[src/design/serial_mode_regs.svh]
// Register offsets, field positions, reset values and timing counts for the serial mode block
`ifndef SERIAL_MODE_REGS_SVH
`define SERIAL_MODE_REGS_SVH
`define SMC_ADDR_MODE        4'h0
`define SMC_ADDR_DIVISOR     4'h1
`define SMC_ADDR_TXDATA      4'h2
`define SMC_ADDR_RXDATA      4'h3
`define SMC_ADDR_STATUS      4'h4
`define SMC_BIT_AUTORATE     5
`define SMC_BIT_RXINV        4
`define SMC_BIT_HISPEED      3
`define SMC_FMT_HI           2
`define SMC_FMT_LO           1
`define SMC_BIT_STOP         0
`define SMC_MODE_RESET       16'h0000
`define SMC_DIV_RESET        16'h000C
`define SMC_SYNC_CHAR        8'h55
`define SMC_SYNC_EDGES       4'h8
`define SMC_OSR_HI           5'h04
`define SMC_OSR_STD          5'h10
`endif

[src/design/serial_mode_pkg.sv]
// Types shared by the serial mode block
package serial_mode_pkg;
	typedef enum logic [1:0] {
		FMT_8N = 2'b00,
		FMT_8E = 2'b01,
		FMT_8O = 2'b10,
		FMT_9N = 2'b11
	} frame_fmt_e;
	typedef enum {TX_IDLE, TX_START, TX_DATA, TX_PAR, TX_STOP} tx_state_e;
	typedef enum {RX_IDLE, RX_START, RX_DATA, RX_PAR, RX_STOP, RX_AUTO} rx_state_e;
endpackage

[src/design/uart_frame_and_baud_config.sv]
// Serial port with mode register, baud generator, framing and automatic rate measurement
// How it works
// - Armed auto-rate times next character, not data
// - Hardware clears auto-rate enable after measuring
// - Invert set means low receive line is idle; transmit line still idles high
// - High-speed select gives four samples per bit
// - Standard select gives sixteen samples per bit
// - Format select picks 9N, 8O, 8E, 8N
`timescale 1ns/1ps
`default_nettype none
`include "serial_mode_regs.svh"
module uart_frame_and_baud_config
	import serial_mode_pkg::*;
(
	// Clock and reset
	input  wire logic        mclk,
	input  wire logic        reset_n,
	// Register port
	input  wire logic [3:0]  addr,
	input  wire logic [15:0] wdata,
	input  wire logic        wr_stb,
	input  wire logic        rd_stb,
	output logic      [15:0] rdata,
	// Serial line
	input  wire logic        serial_receive_line,
	output logic             serial_transmit_line
);
	function automatic logic par_of(input logic [8:0] d, input logic odd);
		par_of = ^d[7:0] ^ odd;
	endfunction

	logic [15:0] mode_reg, mode_next, div_reg, div_next, rdata_reg, rdata_next;
	logic [1:0]  rx_sync_reg;
	logic        rx_pin;
	logic [15:0] tick_cnt_reg, tick_cnt_next;
	logic        tick;
	logic [4:0]  osr;
	frame_fmt_e  fmt;
	logic        nine, par_en, par_odd, two_stop;
	// Transmit
	tx_state_e   tx_st_reg, tx_st_next;
	logic [8:0]  tx_sh_reg, tx_sh_next, tx_buf_reg, tx_buf_next;
	logic        tx_pend_reg, tx_pend_next, txo_reg, txo_next;
	logic [4:0]  tx_ph_reg, tx_ph_next;
	logic [3:0]  tx_bit_reg, tx_bit_next;
	// Receive
	rx_state_e   rx_st_reg, rx_st_next;
	logic [8:0]  rx_sh_reg, rx_sh_next, rx_data_reg, rx_data_next;
	logic [4:0]  rx_ph_reg, rx_ph_next;
	logic [3:0]  rx_bit_reg, rx_bit_next;
	logic        rx_full_reg, rx_full_next, perr_reg, perr_next, ferr_reg, ferr_next;
	logic        rx_prev_reg, rx_prev_next;
	logic [3:0]  edge_cnt_reg, edge_cnt_next;
	logic [19:0] meas_reg, meas_next;
	logic        rx_act;

	assign fmt      = frame_fmt_e'(mode_reg[`SMC_FMT_HI:`SMC_FMT_LO]);
	assign nine     = (fmt == FMT_9N);
	assign par_en   = (fmt == FMT_8E) || (fmt == FMT_8O);
	assign par_odd  = (fmt == FMT_8O);
	assign two_stop = mode_reg[`SMC_BIT_STOP];
	assign osr      = mode_reg[`SMC_BIT_HISPEED] ? `SMC_OSR_HI : `SMC_OSR_STD;
	// Active level seen as one when line is idle, whichever polarity
	assign rx_act   = rx_pin ^ mode_reg[`SMC_BIT_RXINV];
	assign rx_pin   = rx_sync_reg[1];
	assign tick     = (tick_cnt_reg == 16'h0000);

	always_comb begin
		tick_cnt_next = tick ? div_reg : tick_cnt_reg - 16'h0001;
	end

	// Transmit framing; divisor plus one mclk per sample tick
	always_comb begin
		tx_st_next   = tx_st_reg;
		tx_sh_next   = tx_sh_reg;
		tx_buf_next  = tx_buf_reg;
		tx_pend_next = tx_pend_reg;
		txo_next     = txo_reg;
		tx_ph_next   = tx_ph_reg;
		tx_bit_next  = tx_bit_reg;
		if (wr_stb && addr == `SMC_ADDR_TXDATA) begin
			tx_buf_next  = wdata[8:0];
			tx_pend_next = 1'b1;
		end
		if (tick) begin
			tx_ph_next = tx_ph_reg + 5'h01;
			unique case (tx_st_reg)
				TX_IDLE: begin
					txo_next   = 1'b1;
					tx_ph_next = 5'h00;
					if (tx_pend_reg) begin
						tx_sh_next   = tx_buf_reg;
						tx_pend_next = 1'b0;
						tx_st_next   = TX_START;
						txo_next     = 1'b0;
					end
				end
				TX_START: if (tx_ph_reg == osr - 5'h01) begin
					tx_ph_next  = 5'h00;
					tx_bit_next = 4'h0;
					txo_next    = tx_sh_reg[0];
					tx_st_next  = TX_DATA;
				end
				TX_DATA: if (tx_ph_reg == osr - 5'h01) begin
					tx_ph_next  = 5'h00;
					tx_bit_next = tx_bit_reg + 4'h1;
					if (tx_bit_reg == (nine ? 4'h8 : 4'h7)) begin
						if (par_en) begin
							txo_next   = par_of(tx_sh_reg, par_odd);
							tx_st_next = TX_PAR;
						end else begin
							txo_next    = 1'b1;
							tx_bit_next = 4'h0;
							tx_st_next  = TX_STOP;
						end
					end else begin
						txo_next = tx_sh_reg[tx_bit_reg + 4'h1];
					end
				end
				TX_PAR: if (tx_ph_reg == osr - 5'h01) begin
					tx_ph_next  = 5'h00;
					tx_bit_next = 4'h0;
					txo_next    = 1'b1;
					tx_st_next  = TX_STOP;
				end
				TX_STOP: if (tx_ph_reg == osr - 5'h01) begin
					tx_ph_next  = 5'h00;
					tx_bit_next = tx_bit_reg + 4'h1;
					if (!two_stop || tx_bit_reg == 4'h1)
						tx_st_next = TX_IDLE;
				end
			endcase
		end
	end

	// Receive framing and rate measurement
	always_comb begin
		rx_st_next    = rx_st_reg;
		rx_sh_next    = rx_sh_reg;
		rx_data_next  = rx_data_reg;
		rx_ph_next    = rx_ph_reg;
		rx_bit_next   = rx_bit_reg;
		rx_full_next  = rx_full_reg;
		perr_next     = perr_reg;
		ferr_next     = ferr_reg;
		rx_prev_next  = rx_act;
		edge_cnt_next = edge_cnt_reg;
		meas_next     = meas_reg;
		mode_next     = mode_reg;
		div_next      = div_reg;
		if (rd_stb && addr == `SMC_ADDR_RXDATA)
			rx_full_next = 1'b0;
		if (wr_stb && addr == `SMC_ADDR_STATUS) begin
			perr_next = perr_reg & ~wdata[1];
			ferr_next = ferr_reg & ~wdata[2];
		end
		if (wr_stb && addr == `SMC_ADDR_MODE)
			mode_next = wdata;
		if (wr_stb && addr == `SMC_ADDR_DIVISOR)
			div_next = wdata;
		unique case (rx_st_reg)
			RX_IDLE: begin
				rx_ph_next = 5'h00;
				if (rx_prev_reg && !rx_act) begin
					// Sync char 55h gives 8 falling/rising edges over 8 bit times
					if (mode_reg[`SMC_BIT_AUTORATE]) begin
						rx_st_next    = RX_AUTO;
						edge_cnt_next = 4'h0;
						// Starting at one makes the count equal the mclk span between edges
						meas_next     = 20'h00001;
					end else begin
						rx_st_next = RX_START;
					end
				end
			end
			RX_AUTO: begin
				meas_next = meas_reg + 20'h00001;
				if (rx_prev_reg != rx_act) begin
					edge_cnt_next = edge_cnt_reg + 4'h1;
					if (edge_cnt_reg == `SMC_SYNC_EDGES - 4'h1) begin
						// Eight bit times measured: divisor = T/(8*osr) - 1
						div_next = mode_reg[`SMC_BIT_HISPEED] ?
							{1'b0, meas_reg[19:5]} - 16'h0001 :
							{3'b000, meas_reg[19:7]} - 16'h0001;
						mode_next[`SMC_BIT_AUTORATE] = 1'b0;
						// Line stays low through bit 7, so idle sees no false start
						rx_st_next = RX_IDLE;
					end
				end
			end
			default: if (tick) begin
				rx_ph_next = rx_ph_reg + 5'h01;
				unique case (rx_st_reg)
					RX_START: if (rx_ph_reg == (osr >> 1)) begin
						rx_ph_next  = 5'h00;
						rx_bit_next = 4'h0;
						rx_st_next  = rx_act ? RX_IDLE : RX_DATA;
					end
					RX_DATA: if (rx_ph_reg == osr - 5'h01) begin
						rx_ph_next  = 5'h00;
						rx_sh_next  = {rx_act, rx_sh_reg[8:1]};
						rx_bit_next = rx_bit_reg + 4'h1;
						if (rx_bit_reg == (nine ? 4'h8 : 4'h7)) begin
							if (!nine)
								rx_sh_next = {1'b0, rx_act, rx_sh_reg[8:2]};
							rx_bit_next = 4'h0;
							rx_st_next  = par_en ? RX_PAR : RX_STOP;
						end
					end
					RX_PAR: if (rx_ph_reg == osr - 5'h01) begin
						rx_ph_next = 5'h00;
						if (rx_act != par_of(rx_sh_reg, par_odd))
							perr_next = 1'b1;
						rx_st_next = RX_STOP;
					end
					RX_STOP: if (rx_ph_reg == osr - 5'h01) begin
						rx_ph_next  = 5'h00;
						rx_bit_next = rx_bit_reg + 4'h1;
						if (!rx_act)
							ferr_next = 1'b1;
						if (!two_stop || rx_bit_reg == 4'h1) begin
							rx_st_next   = RX_IDLE;
							rx_data_next = rx_sh_reg;
							rx_full_next = 1'b1;
						end
					end
					default: rx_st_next = RX_IDLE;
				endcase
			end
		endcase
	end

	always_comb begin
		rdata_next = 16'h0000;
		if (rd_stb) begin
			unique case (addr)
				`SMC_ADDR_MODE:    rdata_next = mode_reg;
				`SMC_ADDR_DIVISOR: rdata_next = div_reg;
				`SMC_ADDR_RXDATA:  rdata_next = {7'h00, rx_data_reg};
				`SMC_ADDR_STATUS:  rdata_next = {11'h000, tx_pend_reg, tx_st_reg != TX_IDLE,
					ferr_reg, perr_reg, rx_full_reg};
				default:           rdata_next = 16'h0000;
			endcase
		end
	end

	always_ff @(posedge mclk or negedge reset_n) begin
		if (!reset_n) begin
			rx_sync_reg  <= 2'b11;
			mode_reg     <= `SMC_MODE_RESET;
			div_reg      <= `SMC_DIV_RESET;
			rdata_reg    <= 16'h0000;
			tick_cnt_reg <= 16'h0000;
			tx_st_reg    <= TX_IDLE;
			tx_sh_reg    <= 9'h000;
			tx_buf_reg   <= 9'h000;
			tx_pend_reg  <= 1'b0;
			txo_reg      <= 1'b1;
			tx_ph_reg    <= 5'h00;
			tx_bit_reg   <= 4'h0;
			rx_st_reg    <= RX_IDLE;
			rx_sh_reg    <= 9'h000;
			rx_data_reg  <= 9'h000;
			rx_ph_reg    <= 5'h00;
			rx_bit_reg   <= 4'h0;
			rx_full_reg  <= 1'b0;
			perr_reg     <= 1'b0;
			ferr_reg     <= 1'b0;
			rx_prev_reg  <= 1'b1;
			edge_cnt_reg <= 4'h0;
			meas_reg     <= 20'h00000;
		end else begin
			rx_sync_reg  <= {rx_sync_reg[0], serial_receive_line};
			mode_reg     <= mode_next;
			div_reg      <= div_next;
			rdata_reg    <= rdata_next;
			tick_cnt_reg <= tick_cnt_next;
			tx_st_reg    <= tx_st_next;
			tx_sh_reg    <= tx_sh_next;
			tx_buf_reg   <= tx_buf_next;
			tx_pend_reg  <= tx_pend_next;
			txo_reg      <= txo_next;
			tx_ph_reg    <= tx_ph_next;
			tx_bit_reg   <= tx_bit_next;
			rx_st_reg    <= rx_st_next;
			rx_sh_reg    <= rx_sh_next;
			rx_data_reg  <= rx_data_next;
			rx_ph_reg    <= rx_ph_next;
			rx_bit_reg   <= rx_bit_next;
			rx_full_reg  <= rx_full_next;
			perr_reg     <= perr_next;
			ferr_reg     <= ferr_next;
			rx_prev_reg  <= rx_prev_next;
			edge_cnt_reg <= edge_cnt_next;
			meas_reg     <= meas_next;
		end
	end

	assign rdata                = rdata_reg;
	assign serial_transmit_line = txo_reg;
endmodule
`default_nettype wire

[config.mk]
export PLATFORM = sky130hd
export DESIGN_NAME = uart_frame_and_baud_config
export DESIGN_NICKNAME = d
export VERILOG_FILES = /design/src/design/serial_mode_pkg.sv /design/src/design/uart_frame_and_baud_config.sv
export VERILOG_INCLUDE_DIRS = /design/src /design/src/design
export SDC_FILE = /design/constraint.sdc
export NUM_CORES = 1
export LEC_CHECK = 0
export BUFFER_PORTS_ARGS = -buffer_cell sky130_fd_sc_hd__buf_4
export CAP_MARGIN = 0
export CORE_MARGIN = 4
export CORE_UTILIZATION = 67
export DETAILED_ROUTE_END_ITERATION = 8
export PLACE_DENSITY = 0.86
export SYNTH_ARGS = -nofsm -noshare
export SYNTH_HDL_FRONTEND = slang
export SYNTH_SLANG_ARGS = --single-unit
export TNS_END_PERCENT = 20
[constraint.sdc]
create_clock -name mclk -period 6.8 [get_ports mclk]
set_input_delay 1.36 -clock mclk [delete_from_list [all_inputs] [get_ports mclk]]
set_output_delay 1.36 -clock mclk [all_outputs]
set_load 0.05 [all_outputs]
==> results_dict.tcl <==
set metrics [dict create \
    rsz0062_at_grt "false" \
    port_buffers 41 \
    p_sw_share_pct 28.8 \
    start_kind "register" \
    insertion_delay_ns 0.43 \
    numClockSinks 156 \
    max-vdd-ir-drop_mv 0.241 \
    syn_inst 860 \
    vias 6978 \
    synth_most_common_cell "dfrtp_1" \
    seqPwrFrac_pct 46.0 \
    antenna_found_initial 1 \
    crit_required_ns 7.11 \
    grt_pass1_vias 6944 \
    dp_cells 1029 \
    synth.distinct_cells 73 \
    period_share_pct 53.5 \
    synth-main-ff-cell "dfrtp_1" \
    die_w_microns 120 \
    post-place-ws_ns 3.23 \
    routed_via_density 6.58 \
    path_cells "inv_1 -> ha_1 -> nor4b_2 -> nand4b_1 -> nor2_1 -> nor4bb_2 -> mux2_2" \
    gp_congestion 0.891 \
    critPathMaxFanout 10 \
    drtPass1Iterations 6 \
    finalSetupTns_ns 0 \
    hpwlAfterDp_microns 14700 \
    critical_path.top_delay_family "simple AND/OR/NAND/NOR gates" \
    cts_hold_buf 0 \
    netlist_area_sq_um 8480 \
    setup-violations-final 0 \
    largest_register_ffs 20 \
    wl_per_cell_microns 20.2 \
    max_freq_ghz 0.275 \
    core_area_sq_um 12200 \
    p_comb_share_pct 16.4 \
    hold_path.class "register to register" \
    max_stage_delay_ns 0.96 \
    yosys-top-cells-count "dfrtp_1, nor2_1, nand2_1" \
    syn_area_per_cell_sq_um 9.86 \
    drv_cap 0 \
    tritoncts "yes" \
    grt_util_all_layers_pct 30.7 \
    path_buf_inv 1 \
    holdWs_ns 0.363 \
    grt_max_degree 94 \
    grt_pass1_wl_microns 35100 \
    path_clk_slew_ns 0.06 \
    synth_warnings 0 \
    cpMaxStageDelayCell "nor4bb_2" \
    cts_htree_levels 4 \
    skew_ns 0.00631 \
    clkPwrFrac_pct 37.7 \
    drive_gt1_share_pct 17.1 \
    setup_ws_ns 3.16 \
    ant_nets 0 \
    layout_min_cycle_time_ns 3.64 \
    p_leak_nw 4.18 \
    dr.first_iter.drc_count 685 \
    cts-root-buf "clkbuf_16" \
    initial_core_util_pct 69.4 \
    slew_headroom_pct 18.6 \
    drt_wl_total_microns 21400 \
    ys_seq_elements 156 \
    place_area_sq_um 8860 \
    worstSetupPathType "register to register" \
    yosysSeqAreaShare_pct 46.1 \
    synth_edf_count 0 \
    antenna_cells 0 \
    final_cells 1061 \
    io_pins 42 \
    areaGrowthSynthToFinish_pct 11.2 \
    internal_power_mw 1.71 \
    power_density_nw_per_um2 255 \
    hold_viol 0 \
    overflow 0 \
    layout.nets 922 \
    cts_resized 0 \
    tightestPinTransition_ns 1.20 \
    die-area_sq_um 14500 \
    die_y_microns 120 \
    end_kind "register" \
    max-clock-path-buffers 2 \
    async_flop_share_pct 100 \
    finalMaxSlewViolations 0 \
    outcome "finished, final reports clean" \
    num_rows 40 \
    synth_area_leader_cell "dfrtp_1" \
    synth_top_cell_area_share_pct 44.3 \
    synth.net_count 902 \
    drc_errors 0 \
    cp.arrival_ns 3.95 \
    cts_setup_buffers 0 \
    p_switching_mw 0.694 \
    final_cell_area_sq_um 9420 \
    synthTopCellsByArea "dfrtp_1, mux2_2, mux2i_1, nor2_1, nand2_1" \
    cts-buffers-inserted 17 \
]
stage by stage:
step	power, mW	utilization (%)
global placement	1.47	72.5
finish	2.41	77.2
detailed placement	1.50	72.5
floorplan	1.37	-
global route	2.51	77.2
CTS	2.40	77.2
layout by cell type, fill, tap and decap left out, types with 4 or more instances in the layout:
cell         n
a211oi_1     8
a21boi_0     5
a21o_1       7
a21oi_1     46
a222oi_1     6
a22o_1       6
a22oi_1      9
a31oi_1      8
and3_1       8
buf_4       45
clkbuf_16   17
clkinv_2     4
dfrtp_1    150
dfstp_2      6
ha_1        17
inv_1       17
mux2_2      45
mux2i_1     35
nand2_1     79
nand2b_1     9
nand3_1     29
nand3b_1     4
nand4_1      7
nor2_1      85
nor2b_1     10
nor3_1      18
nor3b_1      6
nor4_1       6
o211ai_1     5
o21ai_0     56
o31ai_1      7
or2_2        4
or3_1        9
xnor2_1     33
xor2_1      19
cells by family after synthesis:
group,Yosys count,share of synthesized area (%)
flops,156,46.1
fa+ha+maj,17,2.51
mux,82,10.6
buf+inv,62,2.98
xor+xnor,52,5.37
compound gates,189,14.5
simple gates,302,17.9
power groups by stage:
stage,clock network [mW],registers (mW),logic (mW)
floorplan,0,1.08,0.295
global placement,0,1.11,0.364
detailed placement,0,1.12,0.384
CTS,0.908,1.10,0.389
global route,0.956,1.12,0.434
finish,0.907,1.11,0.394
worst paths after layout:
| kind | slack, ns | from | depth (start not counted) | to |
|---|---|---|---|---|
| max | 3.16 | tick_cnt_reg[0]$_DFF_PN0_ | 7 | rx_data_reg[4]$_DFFE_PN0P_ |
| min | 0.36 | rx_sync_reg[0]$_DFF_PN1_ | 0 | rx_sync_reg[1]$_DFF_PN1_ |
| max reg2reg | 3.16 | tick_cnt_reg[0]$_DFF_PN0_ | 7 | rx_data_reg[4]$_DFFE_PN0P_ |
| min reg2reg | 0.36 | rx_sync_reg[0]$_DFF_PN1_ | 0 | rx_sync_reg[1]$_DFF_PN1_ |
| max in group asynchronous | 4.45 | reset_n | 2 | mode_reg[1]$_DFFE_PN0N_ |
| min in group asynchronous | 1.01 | reset_n | 1 | tx_bit_reg[2]$_DFFE_PN0P_ |
final cells by class:
type                    count  area, sq um
fillers                   809         2790
multi-input cells         642         4320
inverters                  17         63.8
well taps                 168          210
flip-flops and latches    156         3910
clock inverters            10         90.1
clock buffers              22          474
repair buffers             46          349
metal layers:
metal / routed length, microns / vias up / global-route usage [%] / share of wire (%)
met5: 13 / - / 0 / 0.061
met4: 778 / 2 / 13.2 / 3.6
met3: 1600 / 72 / 6.78 / 7.5
met2: 10500 / 339 / 50.5 / 49
met1: 8580 / 3425 / 39.3 / 40
li1: - / 3140 / - / -
Note: power is estimated with default switching activity, not from simulation.
